## src/rtl/asf_pkg.sv

```systemverilog
package asf_pkg;

    // Configuration word layout; the word arrives first bit into bit 7.
    localparam int unsigned CFG_W          = 8;
    localparam int unsigned CFG_MUX_MSB    = 7;
    localparam int unsigned CFG_MUX_LSB    = 4;
    localparam int unsigned CFG_UNI_BIT    = 3;
    localparam int unsigned CFG_ORDER_BIT  = 2;
    localparam int unsigned CFG_LEN_HI_BIT = 1;
    localparam int unsigned CFG_LEN_LO_BIT = 0;

    // Result and output word widths.
    localparam int unsigned RES_W  = 10;
    localparam int unsigned WORD_W = 16;
    localparam int unsigned CNT_W  = 5;

    // Output word lengths selected by the two length bits.
    localparam logic [CNT_W-1:0] LEN_8  = 5'h08;
    localparam logic [CNT_W-1:0] LEN_10 = 5'h0A;
    localparam logic [CNT_W-1:0] LEN_12 = 5'h0C;
    localparam logic [CNT_W-1:0] LEN_16 = 5'h10;
    localparam logic [CNT_W-1:0] CFG_BITS = 5'h08;

    // Reset values.
    localparam logic [RES_W-1:0] RES_RST   = 10'h000;
    localparam logic [CFG_W-1:0] CFG_RST   = 8'h00;
    localparam logic             ORDER_RST = 1'b1;

    // Chip select is accepted after this many conversion clock falling edges.
    localparam logic [1:0] DEGLITCH_EDGES = 2'h2;

    // Timing of the controller end.
    localparam int unsigned CLK_PERIOD_NS  = 40;
    localparam int unsigned SCLK_PERIOD_NS = 320;
    localparam int unsigned ACLK_PERIOD_NS = 1000;
    localparam int unsigned CONV_TIME_NS   = 30000;
    localparam int unsigned SCLK_HALF_CYC  = SCLK_PERIOD_NS / (2 * CLK_PERIOD_NS);
    localparam int unsigned CS_SETUP_CYC   = (3 * ACLK_PERIOD_NS + CLK_PERIOD_NS - 1) / CLK_PERIOD_NS + 8;
    localparam int unsigned CS_HIGH_CYC    = (CONV_TIME_NS + CLK_PERIOD_NS - 1) / CLK_PERIOD_NS;
    localparam int unsigned TMR_W          = 12;

    // Device end states, Gray coded along idle, transfer, conversion.
    typedef enum logic [1:0] {
        DEV_IDLE = 2'b00,
        DEV_XFER = 2'b01,
        DEV_CONV = 2'b11
    } asf_dev_state_e;

    // Controller end states, Gray coded around the loop.
    typedef enum logic [1:0] {
        HST_IDLE  = 2'b00,
        HST_SETUP = 2'b01,
        HST_SHIFT = 2'b11,
        HST_HOLD  = 2'b10
    } asf_hst_state_e;

    // Word length in bits from the two length select bits.
    function automatic logic [CNT_W-1:0] asf_len(input logic length_select_high, input logic length_select_low);
        logic [CNT_W-1:0] len;
        len = LEN_8;
        unique case ({length_select_high, length_select_low})
            2'b00: len = LEN_8;
            2'b01: len = LEN_10;
            2'b10: len = LEN_12;
            2'b11: len = LEN_16;
        endcase
        return len;
    endfunction

endpackage

```

## src/rtl/asf_if.sv

```systemverilog
`timescale 1ns/1ps
// Four-wire serial link between controller and converter port.
interface asf_if;
    logic cs_n;
    logic sclk;
    logic din;
    logic dout;
    logic dout_oe;
    wire  dout_line;

    // A released result line shows the inverse of the last bit, so a sample taken outside the word is caught.
    assign dout_line = dout_oe ? dout : ~dout;

    modport dev (
        input  cs_n,
        input  sclk,
        input  din,
        output dout,
        output dout_oe
    );

    modport hst (
        output cs_n,
        output sclk,
        output din,
        input  dout_line
    );
endinterface

```

## src/rtl/asf_device.sv

```systemverilog
`timescale 1ns/1ps
module asf_device (
    input  wire logic                         clk_sys,
    input  wire logic                         reset,
    asf_if.dev                                link,
    input  wire logic                         conv_clk,
    input  wire logic [asf_pkg::RES_W-1:0]    conv_code,
    input  wire logic                         conv_done,
    output logic                              conv_start,
    output logic [asf_pkg::CFG_MUX_MSB-asf_pkg::CFG_MUX_LSB:0] conv_mux_addr,
    output logic                              conv_unipolar,
    output logic                              select_seen
);
    import asf_pkg::*;

    localparam int unsigned MUX_W = CFG_MUX_MSB - CFG_MUX_LSB + 1;

    logic [3:0]           pin_s;
    logic                 aclk_s;
    logic                 cs_n_s;
    logic                 sclk_s;
    logic                 din_s;
    logic                 aclk_prev_q;
    logic                 sclk_prev_q;
    logic                 cs_n_valid_q;
    logic [1:0]           cs_cnt_q;
    asf_dev_state_e       state_q;
    asf_dev_state_e       state_d;
    logic [CNT_W-1:0]     bit_q;
    logic [CFG_W-1:0]     cfg_q;
    logic [CNT_W-1:0]     word_len_q;
    logic                 order_q;
    logic [RES_W-1:0]     res_q;
    logic                 res_uni_q;
    logic                 dout_q;
    logic                 dout_oe_q;
    logic                 conv_start_q;
    logic [MUX_W-1:0]     mux_q;
    logic                 uni_q;

    // Conversion clock, select, shift clock and data all come from outside.
    asf_sync #(
        .W   (4),
        .RST (4'h4)
    ) u_pin_sync (
        .clk_sys (clk_sys),
        .reset   (reset),
        .d       ({conv_clk, link.cs_n, link.sclk, link.din}),
        .q       (pin_s)
    );

    // Synchronised pin levels.
    assign aclk_s = pin_s[3];
    assign cs_n_s = pin_s[2];
    assign sclk_s = pin_s[1];
    assign din_s  = pin_s[0];

    // Edge detection on the synchronised clocks.
    wire aclk_fall = aclk_prev_q & ~aclk_s;
    wire sclk_rise = ~sclk_prev_q & sclk_s;
    wire sclk_fall = sclk_prev_q & ~sclk_s;
    wire cs_low    = ~cs_n_valid_q;

    // Transfer control decode.
    wire in_xfer    = (state_q == DEV_XFER) & cs_low;
    wire xfer_rise  = in_xfer & sclk_rise;
    wire xfer_fall  = in_xfer & sclk_fall & (bit_q != 5'h00);
    wire cfg_open   = bit_q < CFG_BITS;
    wire [CFG_W-1:0] cfg_next = {cfg_q[CFG_W-2:0], din_s};
    wire [CFG_W-1:0] cfg_fin  = (bit_q == CFG_BITS - 5'h01) ? cfg_next : cfg_q;
    wire [CNT_W-1:0] len_now  = asf_len(cfg_fin[CFG_LEN_HI_BIT], cfg_fin[CFG_LEN_LO_BIT]);
    wire [CNT_W-1:0] cur_len  = cfg_open ? len_now : word_len_q;
    wire [CNT_W-1:0] bit_inc  = bit_q + 5'h01;
    wire xfer_end   = xfer_rise & (bit_inc == cur_len);
    wire conv_fin   = (state_q == DEV_CONV) & conv_done;
    wire start_xfer = cs_low & ((state_q == DEV_IDLE) | conv_fin);

    // Formatting of a fresh result by the polarity of its own conversion.
    wire [RES_W-1:0] code_fmt = uni_q ? conv_code
                                      : {~conv_code[RES_W-1], conv_code[RES_W-2:0]};

    // Result bit sent in position k of the word.
    function automatic logic out_bit(input logic [CNT_W-1:0] k, input logic msb_first,
                                     input logic [RES_W-1:0] res, input logic uni);
        logic b;
        b = 1'b0;
        if (k >= CNT_W'(RES_W)) begin
            b = msb_first ? 1'b0 : (uni ? 1'b0 : res[RES_W-1]);
        end else if (msb_first) begin
            b = res[RES_W - 1 - int'(k)];
        end else begin
            b = res[k[3:0]];
        end
        return b;
    endfunction

    // State transitions.
    always_comb begin
        state_d = state_q;
        unique case (state_q)
            DEV_IDLE: begin
                if (start_xfer) begin
                    state_d = DEV_XFER;
                end
            end
            DEV_XFER: begin
                if (!cs_low) begin
                    state_d = DEV_IDLE;
                end else if (xfer_end) begin
                    state_d = DEV_CONV;
                end
            end
            DEV_CONV: begin
                if (conv_fin) begin
                    state_d = cs_low ? DEV_XFER : DEV_IDLE;
                end
            end
            default: begin
                state_d = DEV_IDLE;
            end
        endcase
    end

    // Edge history of the synchronised clocks.
    always_ff @(posedge clk_sys or posedge reset) begin
        if (reset) begin
            aclk_prev_q <= 1'b0;
            sclk_prev_q <= 1'b0;
        end else begin
            aclk_prev_q <= aclk_s;
            sclk_prev_q <= sclk_s;
        end
    end

    // Select deglitcher: a new level must survive two conversion clock falls.
    always_ff @(posedge clk_sys or posedge reset) begin
        if (reset) begin
            cs_n_valid_q <= 1'b1;
            cs_cnt_q     <= 2'h0;
        end else if (cs_n_s == cs_n_valid_q) begin
            cs_cnt_q <= 2'h0;
        end else if (aclk_fall) begin
            if (cs_cnt_q == DEGLITCH_EDGES - 2'h1) begin
                cs_n_valid_q <= cs_n_s;
                cs_cnt_q     <= 2'h0;
            end else begin
                cs_cnt_q <= cs_cnt_q + 2'h1;
            end
        end
    end

    // Bit counter and configuration capture.
    always_ff @(posedge clk_sys or posedge reset) begin
        if (reset) begin
            state_q    <= DEV_IDLE;
            bit_q      <= 5'h00;
            cfg_q      <= CFG_RST;
            word_len_q <= LEN_8;
        end else begin
            state_q <= state_d;
            if (start_xfer) begin
                bit_q <= 5'h00;
            end else if (xfer_rise) begin
                bit_q <= bit_inc;
                if (cfg_open) begin
                    cfg_q      <= cfg_next;
                    word_len_q <= len_now;
                end
            end
        end
    end

    // Conversion request, order for the next word, and latched result.
    always_ff @(posedge clk_sys or posedge reset) begin
        if (reset) begin
            conv_start_q <= 1'b0;
            mux_q        <= '0;
            uni_q        <= 1'b1;
            order_q      <= ORDER_RST;
            res_q        <= RES_RST;
            res_uni_q    <= 1'b1;
        end else begin
            conv_start_q <= xfer_end;
            if (xfer_end) begin
                mux_q   <= cfg_fin[CFG_MUX_MSB:CFG_MUX_LSB];
                uni_q   <= cfg_fin[CFG_UNI_BIT];
                order_q <= cfg_fin[CFG_ORDER_BIT];
            end
            if (conv_fin) begin
                res_q     <= code_fmt;
                res_uni_q <= uni_q;
            end
        end
    end

    // Result line: first bit on recognition, then one bit per falling edge.
    always_ff @(posedge clk_sys or posedge reset) begin
        if (reset) begin
            dout_q    <= 1'b0;
            dout_oe_q <= 1'b0;
        end else begin
            dout_oe_q <= cs_low & (start_xfer | (dout_oe_q & (state_q == DEV_XFER) & ~xfer_end));
            if (start_xfer) begin
                dout_q <= out_bit(5'h00, order_q, conv_fin ? code_fmt : res_q,
                                  conv_fin ? uni_q : res_uni_q);
            end else if (xfer_fall) begin
                dout_q <= out_bit(bit_q, order_q, res_q, res_uni_q);
            end
        end
    end

    // Outputs.
    assign link.dout     = dout_q;
    assign link.dout_oe  = dout_oe_q;
    assign conv_start    = conv_start_q;
    assign conv_mux_addr = mux_q;
    assign conv_unipolar = uni_q;
    assign select_seen   = cs_low;

endmodule

```

## src/rtl/asf_sync.sv

```systemverilog
`timescale 1ns/1ps
// Two-flop synchroniser, one bit per lane, with a constant reset value.
module asf_sync #(
    parameter int unsigned W   = 1,
    parameter logic [W-1:0] RST = '0
) (
    input  wire logic         clk_sys,
    input  wire logic         reset,
    input  wire logic [W-1:0] d,
    output logic      [W-1:0] q
);
    logic [W-1:0] meta_q;

    // The first stage feeds only the second.
    always_ff @(posedge clk_sys or posedge reset) begin
        if (reset) begin
            meta_q <= RST;
            q      <= RST;
        end else begin
            meta_q <= d;
            q      <= meta_q;
        end
    end
endmodule

```

## src/flat_wrapper.sv

```systemverilog
// flat-port wrapper written by rule: the top's interface ports become plain ports
module asf_device_flat import asf_pkg::*;
  (clk_sys, reset, conv_clk, conv_code, conv_done, conv_start, conv_mux_addr, conv_unipolar, select_seen, link_cs_n, link_sclk, link_din, link_dout, link_dout_oe);
  asf_if link_i ();
  input  wire logic clk_sys;
  input  wire logic reset;
  input  wire logic conv_clk;
  input  wire logic [asf_pkg::RES_W-1:0] conv_code;
  input  wire logic conv_done;
  output logic conv_start;
  output logic [asf_pkg::CFG_MUX_MSB-asf_pkg::CFG_MUX_LSB:0] conv_mux_addr;
  output logic conv_unipolar;
  output logic select_seen;
  input wire logic [$bits(link_i.cs_n)-1:0] link_cs_n;
  input wire logic [$bits(link_i.sclk)-1:0] link_sclk;
  input wire logic [$bits(link_i.din)-1:0] link_din;
  output wire logic [$bits(link_i.dout)-1:0] link_dout;
  output wire logic [$bits(link_i.dout_oe)-1:0] link_dout_oe;
  assign link_i.cs_n = link_cs_n;
  assign link_i.sclk = link_sclk;
  assign link_i.din = link_din;
  assign link_dout = link_i.dout;
  assign link_dout_oe = link_i.dout_oe;
  asf_device u_core (.clk_sys(clk_sys), .reset(reset), .link(link_i), .conv_clk(conv_clk), .conv_code(conv_code), .conv_done(conv_done), .conv_start(conv_start), .conv_mux_addr(conv_mux_addr), .conv_unipolar(conv_unipolar), .select_seen(select_seen));
endmodule
```

## config.mk

```make
export PLATFORM = sky130hd
export DESIGN_NAME = asf_device_flat
export DESIGN_NICKNAME = d
export VERILOG_FILES = /design/src/rtl/asf_pkg.sv /design/src/rtl/asf_if.sv /design/src/rtl/asf_device.sv /design/src/rtl/asf_sync.sv /design/src/flat_wrapper.sv
export SDC_FILE = /design/constraint.sdc
export NUM_CORES = 1
export LEC_CHECK = 0
export ABC_AREA = 1
export BUFFER_PORTS_ARGS = -buffer_cell sky130_fd_sc_hd__buf_2
export CAP_MARGIN = 40
export CORE_MARGIN = 3
export CORE_UTILIZATION = 59
export CTS_CLUSTER_SIZE = 24
export DETAILED_ROUTE_END_ITERATION = 10
export PLACE_DENSITY = 0.88
export SLEW_MARGIN = 20
export SYNTH_ARGS = -nofsm -noshare
export SYNTH_HDL_FRONTEND = slang
export SYNTH_SLANG_ARGS = --single-unit
```

## constraint.sdc

```tcl
create_clock -name clk_sys -period 2.2 [get_ports clk_sys]
set_input_delay 0.33 -clock clk_sys [delete_from_list [all_inputs] [get_ports clk_sys]]
set_output_delay 0.33 -clock clk_sys [all_outputs]
set_load 0.01 [all_outputs]
```

Yosys cells after proc, flatten, opt, wreduce, memory -nomap -nowiden
Cells that the tools add are included.
{ "word_totals": {"ff_bits": 53, "inputBits": 17, "output_inout_bits": 9, "elab_cells": 98} }
{ "classes": {"add_sub_neg": 3, "magnitude_cmp": 4, "eq_ne": 12, "n_mux": 27, "bitwise": 23, "reduce_logical": 10} }
{ "op_table": {"columns": ["operator", "count"], "rows": [
  ["$lt A32 B5 Y1 const B", 1],
  ["$mux W10", 2],
  ["$pmux W5 S4", 1],
  ["$mux W5", 3],
  ["$mux W2", 7],
  ["$and A1 B1 Y1", 13],
  ["$mux W1", 10],
  ["$reduce_and A3 Y1", 3],
  ["$bmux W1 S4", 2],
  ["$mux W8", 1],
  ["$not A1 Y1", 8],
  ["$eq A2 B1 Y1 const B", 3],
  ["$eq A2 B2 Y1 const B", 3],
  ["$pmux W2 S3", 1],
  ["$reduce_bool A2 Y1", 3],
  ["$sub A4 B5 Y6 const A", 1],
  ["$add A5 B1 Y5 const B", 1],
  ["$eq A5 B3 Y1 const B", 1],
  ["$eq A5 B5 Y1", 1],
  ["$ge A5 B4 Y1 const B", 1],
  ["$lt A4 B5 Y1 const B", 1],
  ["$lt A5 B4 Y1 const B", 1],
  ["$reduce_bool A5 Y1", 1],
  ["$logic_not A2 Y1", 2],
  ["other kinds (6)", 8]
]} }

Logic depth before layout (Yosys ltp)
{ "depth": {"ltp_word": 11, "mapped_depth": 14, "depth_no_buf": 14} }

Cells and area by module
A second synthesis with hierarchy kept.
{ "hier_totals": {"hier_cells": 312, "area_unflattened_um2": 2671.3} }
{ "modules_own_cells": {"columns": ["mod", "n_inst", "cells_per_inst", "area_per_inst_um2"], "rows": [
  ["asf_device", 1, 303, 2464.9],
  ["asf_sync", 1, 9, 206.4]
]} }

Worst setup path before layout
Ideal clock, no wire load.
{ "synth_timing": {"path_kind": "flip-flop to flip-flop", "start": "reg u_core.bit_q[1]", "end": "reg u_core.mux_q[0], in the netlist u_core.conv_mux_addr[0]", "t_arrival_ps": 1639, "required_ps": 2083, "setup_slack_ps": 444, "path_stages_with_launch": 11, "n_path_buf": 1, "synth_period_minus_slack_ps": 1756, "path_cell_list": "dfrtp_1 > clkbuf_1 > inv_1 > ha_1 > inv_1 > nand3_1 > nand2_4 > nor2_8 > nand3_4 > nand2_1 > nand2_1"} }
{ "synth_between": {"elab_chain_len": 7, "elab_cells_between_ends": 12} }
{ "synth_lines": {"columns": ["item", "line", "rtl"], "rows": [
  ["from (decl)", "asf_device.sv:29", "logic [CNT_W-1:0] bit_q;"],
  ["from (signal assigned)", "asf_device.sv:164", "bit_q <= bit_inc;"],
  ["$eq A5 B3 Y1", "asf_device.sv:70", "wire [CFG_W-1:0] cfg_fin = (bit_q == CFG_BITS - 5'h01) ? cfg_next : cfg_q;"],
  ["$mux W8", "asf_device.sv:70", null],
  ["$eq A2 B2 Y1, or another cell as far along", "asf_pkg.sv:61", "unique case ({length_select_high, length_select_low})"],
  ["$pmux W5 S4", "asf_pkg.sv:61", null],
  ["$mux W5", null, null],
  ["$eq A5 B5 Y1", "asf_device.sv:74", "wire xfer_end = xfer_rise & (bit_inc == cur_len);"],
  ["$and A1 B1 Y1", "asf_device.sv:74", null],
  ["to (signal assigned)", "asf_device.sv:185", "mux_q <= cfg_fin[CFG_MUX_MSB:CFG_MUX_LSB];"],
  ["to (decl)", "asf_device.sv:38", "logic [MUX_W-1:0] mux_q;"]
]} }
Several ways; a longest one is shown, not always the timed one. The select of a mux whose other input is x is not followed.
A chain may end at the register's enable or synchronous reset.

Final worst setup path
{ "layout_timing": {"start": "reg u_core.bit_q[0]", "end": "reg u_core.mux_q[3], in the netlist u_core.conv_mux_addr[3]"} }
The elaborated chain is that of the path after synthesis.

==> out/qor.csv <==
stage,metric,value,unit
critical_path,r2r setup slk,0.16,ns
cts,CTS Buf Count,5,
critical_path,critical path class,register to register,
critical_path,FF-to-FF Start,u_core.bit_q[0]$_DFFE_PP0P_,
synthesis,Synth Register Bits,53,
routing,First DRT Iteration DRCs,206,
sta,Fin Setup TNS,0,ns
sta,"Slew Viols, Final",0,
cts,TritonCTS clock tree,yes,
synthesis,sequential-to-total area share from yosys stat,48.00,%
cells_and_area,Layout Nets,382,
hold_path,Hold Crit Depth,1,
critical_path,Setup crit start kind,register,
cts,Worst-Skew Late Latency,0.31,ns
critical_path,reg2reg end,u_core.conv_mux_addr[3]$_DFFE_PP0P_,
global_routing,GRT overflow,0,
sta,worst slew pin tran,0.6337,ns
sta,period utilization,92.57,%
cts,clock root buffer,clkbuf_8,
die,Die ar.,5574,sq um
die,Initial Util,62.58,%
synthesis,Mapped Nets,349,
power_and_ir_drop,power share of the combinational group,34.9,%
global_routing,first-pass GRT wire length,9246,um
placement,GP Congestion,0.9375,
global_routing,pin count of the biggest net entering global routing,54,
sta,Slew headroom,57.75,%
cts,setup repair bufs after CTS,0,
cells_and_area,# diodes,0,
routing,drt wl/cell,13.65,um
sta,Fin. Hold Viols,0,
synthesis,Yosys warning total,0,
routing,top layer in use,met4,
critical_path,crit path DAT,2.25,ns
synthesis,synthesized area per cell,8.506,sq um
cells_and_area,layout cells sized above 1,22.99,%
global_routing,vias in the first global route,2081,
hold_path,Min-Delay Startpoint,link_cs_n,
critical_path,Critical path origin,u_core.bit_q[0]$_DFFE_PP0P_,
sta,Highest Clock Rate,0.4910,GHz
die,I/O Pins,26,
placement,I/O Buffers,25,
hold_path,sink of the worst hold path,u_core.u_pin_sync.meta_q[2]$_DFF_PP1_,
placement,post-DP HPWL,4199,um
routing,Via density,5.470,
cts,hold buffer count at cts,0,
cts,post-cts gate resize count,0,
power_and_ir_drop,sw frac,37.93,%
global_routing,GRT Util Overall,21.56,%
power_and_ir_drop,Clock Power Share,19.4,%
critical_path,Worst EP required,2.41,ns
routing,DR DRC count,0,
power_and_ir_drop,maximum VDD drop,0.4847,mV
die,Die Ht,74.66,um
sta,Tmin final,2.037,ns
routing,WL met2,2566,um
critical_path,Setup crit end kind,register,
power_and_ir_drop,Int Power,0.001793,W
sta,Clock Skew,0.01506,ns
power_and_ir_drop,PD cells,933.9,nW/um^2
sta,unrepaired setup endpoints after global routing,false,
routing,routed wl met3,362,um
synthesis,Synth Instances,327,
power_and_ir_drop,sequential share of power,45.7,%
run_status,outcome,"complete, no violations",
global_routing,initial antenna violation count,0,
die,Die Wd,74.66,um
synthesis,Post-synth EDFFs,0,
hold_path,Hold WC Path Type,input pin to register,
synthesis,post-synthesis cell type count,35,
power_and_ir_drop,power consumption,0.002888,W
routing,antenna-violating nets left,0,
routing,Via Count,2259,
power_and_ir_drop,leakage power,1.550,nW
routing,M1 wire length,2540,um
routing,DRT Pass-1 Iters,5,
die,Rows,24,
die,Core Region,4444,sq um
synthesis,Main synth FF type,dfrtp_1,
synthesis,asr flop ratio synth,100.0,%
cts,CTS H-tree lvls,2,
critical_path,depth of the most critical reg-to-reg path,13,
power_and_ir_drop,sw power,0.001095,W
cells_and_area,P&R area growth vs syn,11.20,%
critical_path,largest fanout on the critical path,13,
sta,Final setup viols,0,
synthesis,Mapped Area,2781,sq um
routing,drt total wl,5638,um
cts,clock sinks,53,
job,Max Cap Viol,0,
cts,"Reg clk slew, reported paths",0.10,ns
cts,CTS Buffer Depth,2,
## power by group through the flow
stage / clock network, W / logic, W / registers (W)
5_1_grt: 0.000611 / 0.00113 / 0.00134
3_5_place_dp: 0 / 0.000987 / 0.00134
2_1_floorplan: 0 / 0.000764 / 0.00131
3_3_place_gp: 0 / 0.000951 / 0.00133
4_1_cts: 0.000576 / 0.000996 / 0.00132
6_report: 0.000560 / 0.00101 / 0.00132
## state kept, by name, indices dropped and copies added, names as in the netlist, 2 cells and up
signal / count
u_core.res_q: 10
u_core.cfg_q: 8
u_core.bit_q: 5
u_core.word_len_q: 5
u_core.conv_mux_addr: 4
u_core.u_pin_sync.meta_q: 4
u_core.u_pin_sync.q: 4
u_core.cs_cnt_q: 2
u_core.state_q: 2
## per-layer routing
layer  track usage, %  up-vias
li1                 -     1124
met1            29.49     1016
met2            33.46       95
met3            4.539       24
met4            9.289        0
met5                0        -
## worst max-delay path by stage
stage | end | slack, ns | cells after the start
final | u_core.conv_mux_addr[3]$_DFFE_PP0P_ | 0.16 | 13
after global routing | u_core.conv_mux_addr[1]$_DFFE_PP0P_ | 0.02 | 13
after CTS | u_core.conv_mux_addr[1]$_DFFE_PP0P_ | 0.19 | 13
after detailed placement | u_core.conv_mux_addr[1]$_DFFE_PP0P_ | 0.21 | 13
after global placement | u_core.conv_mux_addr[2]$_DFFE_PP0P_ | 0.32 | 13
after floorplan | u_core.conv_mux_addr[0]$_DFFE_PP0P_ | 0.44 | 10
## kinds of logic (layout without fill, tap and decap cells)
family | after synthesis | count (layout) | share of synthesized area, %
compound gates | 57 | 57 | 10.71
mux | 5 | 5 | 2.024
simple gates | 148 | 148 | 27.71
fa+ha+maj | 5 | 5 | 2.249
buf+inv | 55 | 89 | 8.052
flops | 53 | 53 | 48.00
xor+xnor | 4 | 4 | 1.260
## Yosys cell counts, types with 2 or more instances
master	n	area [sq um]
buf_2	2	10.01
o211ai_1	2	15.01
nor3_1	3	15.01
o22ai_1	4	25.02
ha_1	5	62.56
nand3b_1	3	22.52
dfstp_2	7	183.9
nor2_8	2	40.04
nand2_4	4	45.04
a21oi_1	21	105.1
xor2_1	3	26.28
inv_1	41	153.9
inv_2	4	15.01
o21ai_1	2	10.01
nor2_2	2	12.51
nand3_4	3	52.55
nand2_2	8	50.05
o21ai_0	27	135.1
nand3_1	19	95.09
dfrtp_1	46	1151
nand2_1	69	259.0
nand4_1	8	50.05
mux2_2	5	56.30
or2_1	2	12.51
clkbuf_1	5	18.77
nor2_1	21	78.83
## critical path, cell delays in order (launching register included)
cell and delay, ns:
dfrtp_1 0.44, ha_1 0.24, nand2_2 0.13, clkinv_4 0.09, nand2_2 0.19, nand2_4 0.09, nand2_4 0.10, nand2_4 0.07
nand3_4 0.08, nand2_2 0.09, nor2_8 0.18, nand3_4 0.12, nand2_1 0.08, nand2_1 0.04
## through the flow
step / utilization, % / instance area [sq um] / hold WS (ns) / worst slack [ns] / std cells
final: 69.59 / 3093 / 0.1200 / 0.1634 / 413
after global routing: 69.59 / 3093 / 0.1047 / 0.02212 / 413
after CTS: 69.59 / 3093 / 0.1074 / 0.1877 / 413
after detailed placement: 67.48 / 2999 / 0.3371 / 0.2130 / 405
after global placement: 67.48 / 2999 / 0.3317 / 0.3190 / 405
after floorplan: - / 2781 / 0.3312 / 0.4440 / 327
## cells in the final DEF (no fill, tap or decap), drive strengths merged
master	synthesis	routed
nand3	23	23
buf	3	34
nand2	81	81
nand4	8	8
clkinv	1	1
o211ai	2	2
dfstp	7	7
ha	5	5
xor2	3	3
or2	3	3
nand3b	3	3
inv	46	46
nor3	4	4
mux2	5	5
a211oi	1	1
o22ai	4	4
clkbuf	5	7
xnor2	1	1
o21ai	29	29
a21oi	21	21
dfrtp	46	46
nor2	26	26
clkinvlp	0	1
## cell type report
| type | count | area, sq um |
|---|---|---|
| Sequential cell | 53 | 1335 |
| Timing Repair Buffer | 34 | 192.7 |
| Clock inverter | 1 | 7.507 |
| Inverter | 47 | 183.9 |
| Tap cell | 52 | 65.06 |
| Clock buffer | 7 | 86.33 |
| Multi-Input combinational cell | 219 | 1222 |
| Fill cell | 346 | 1351 |
(Power assumes the default switching activity.)
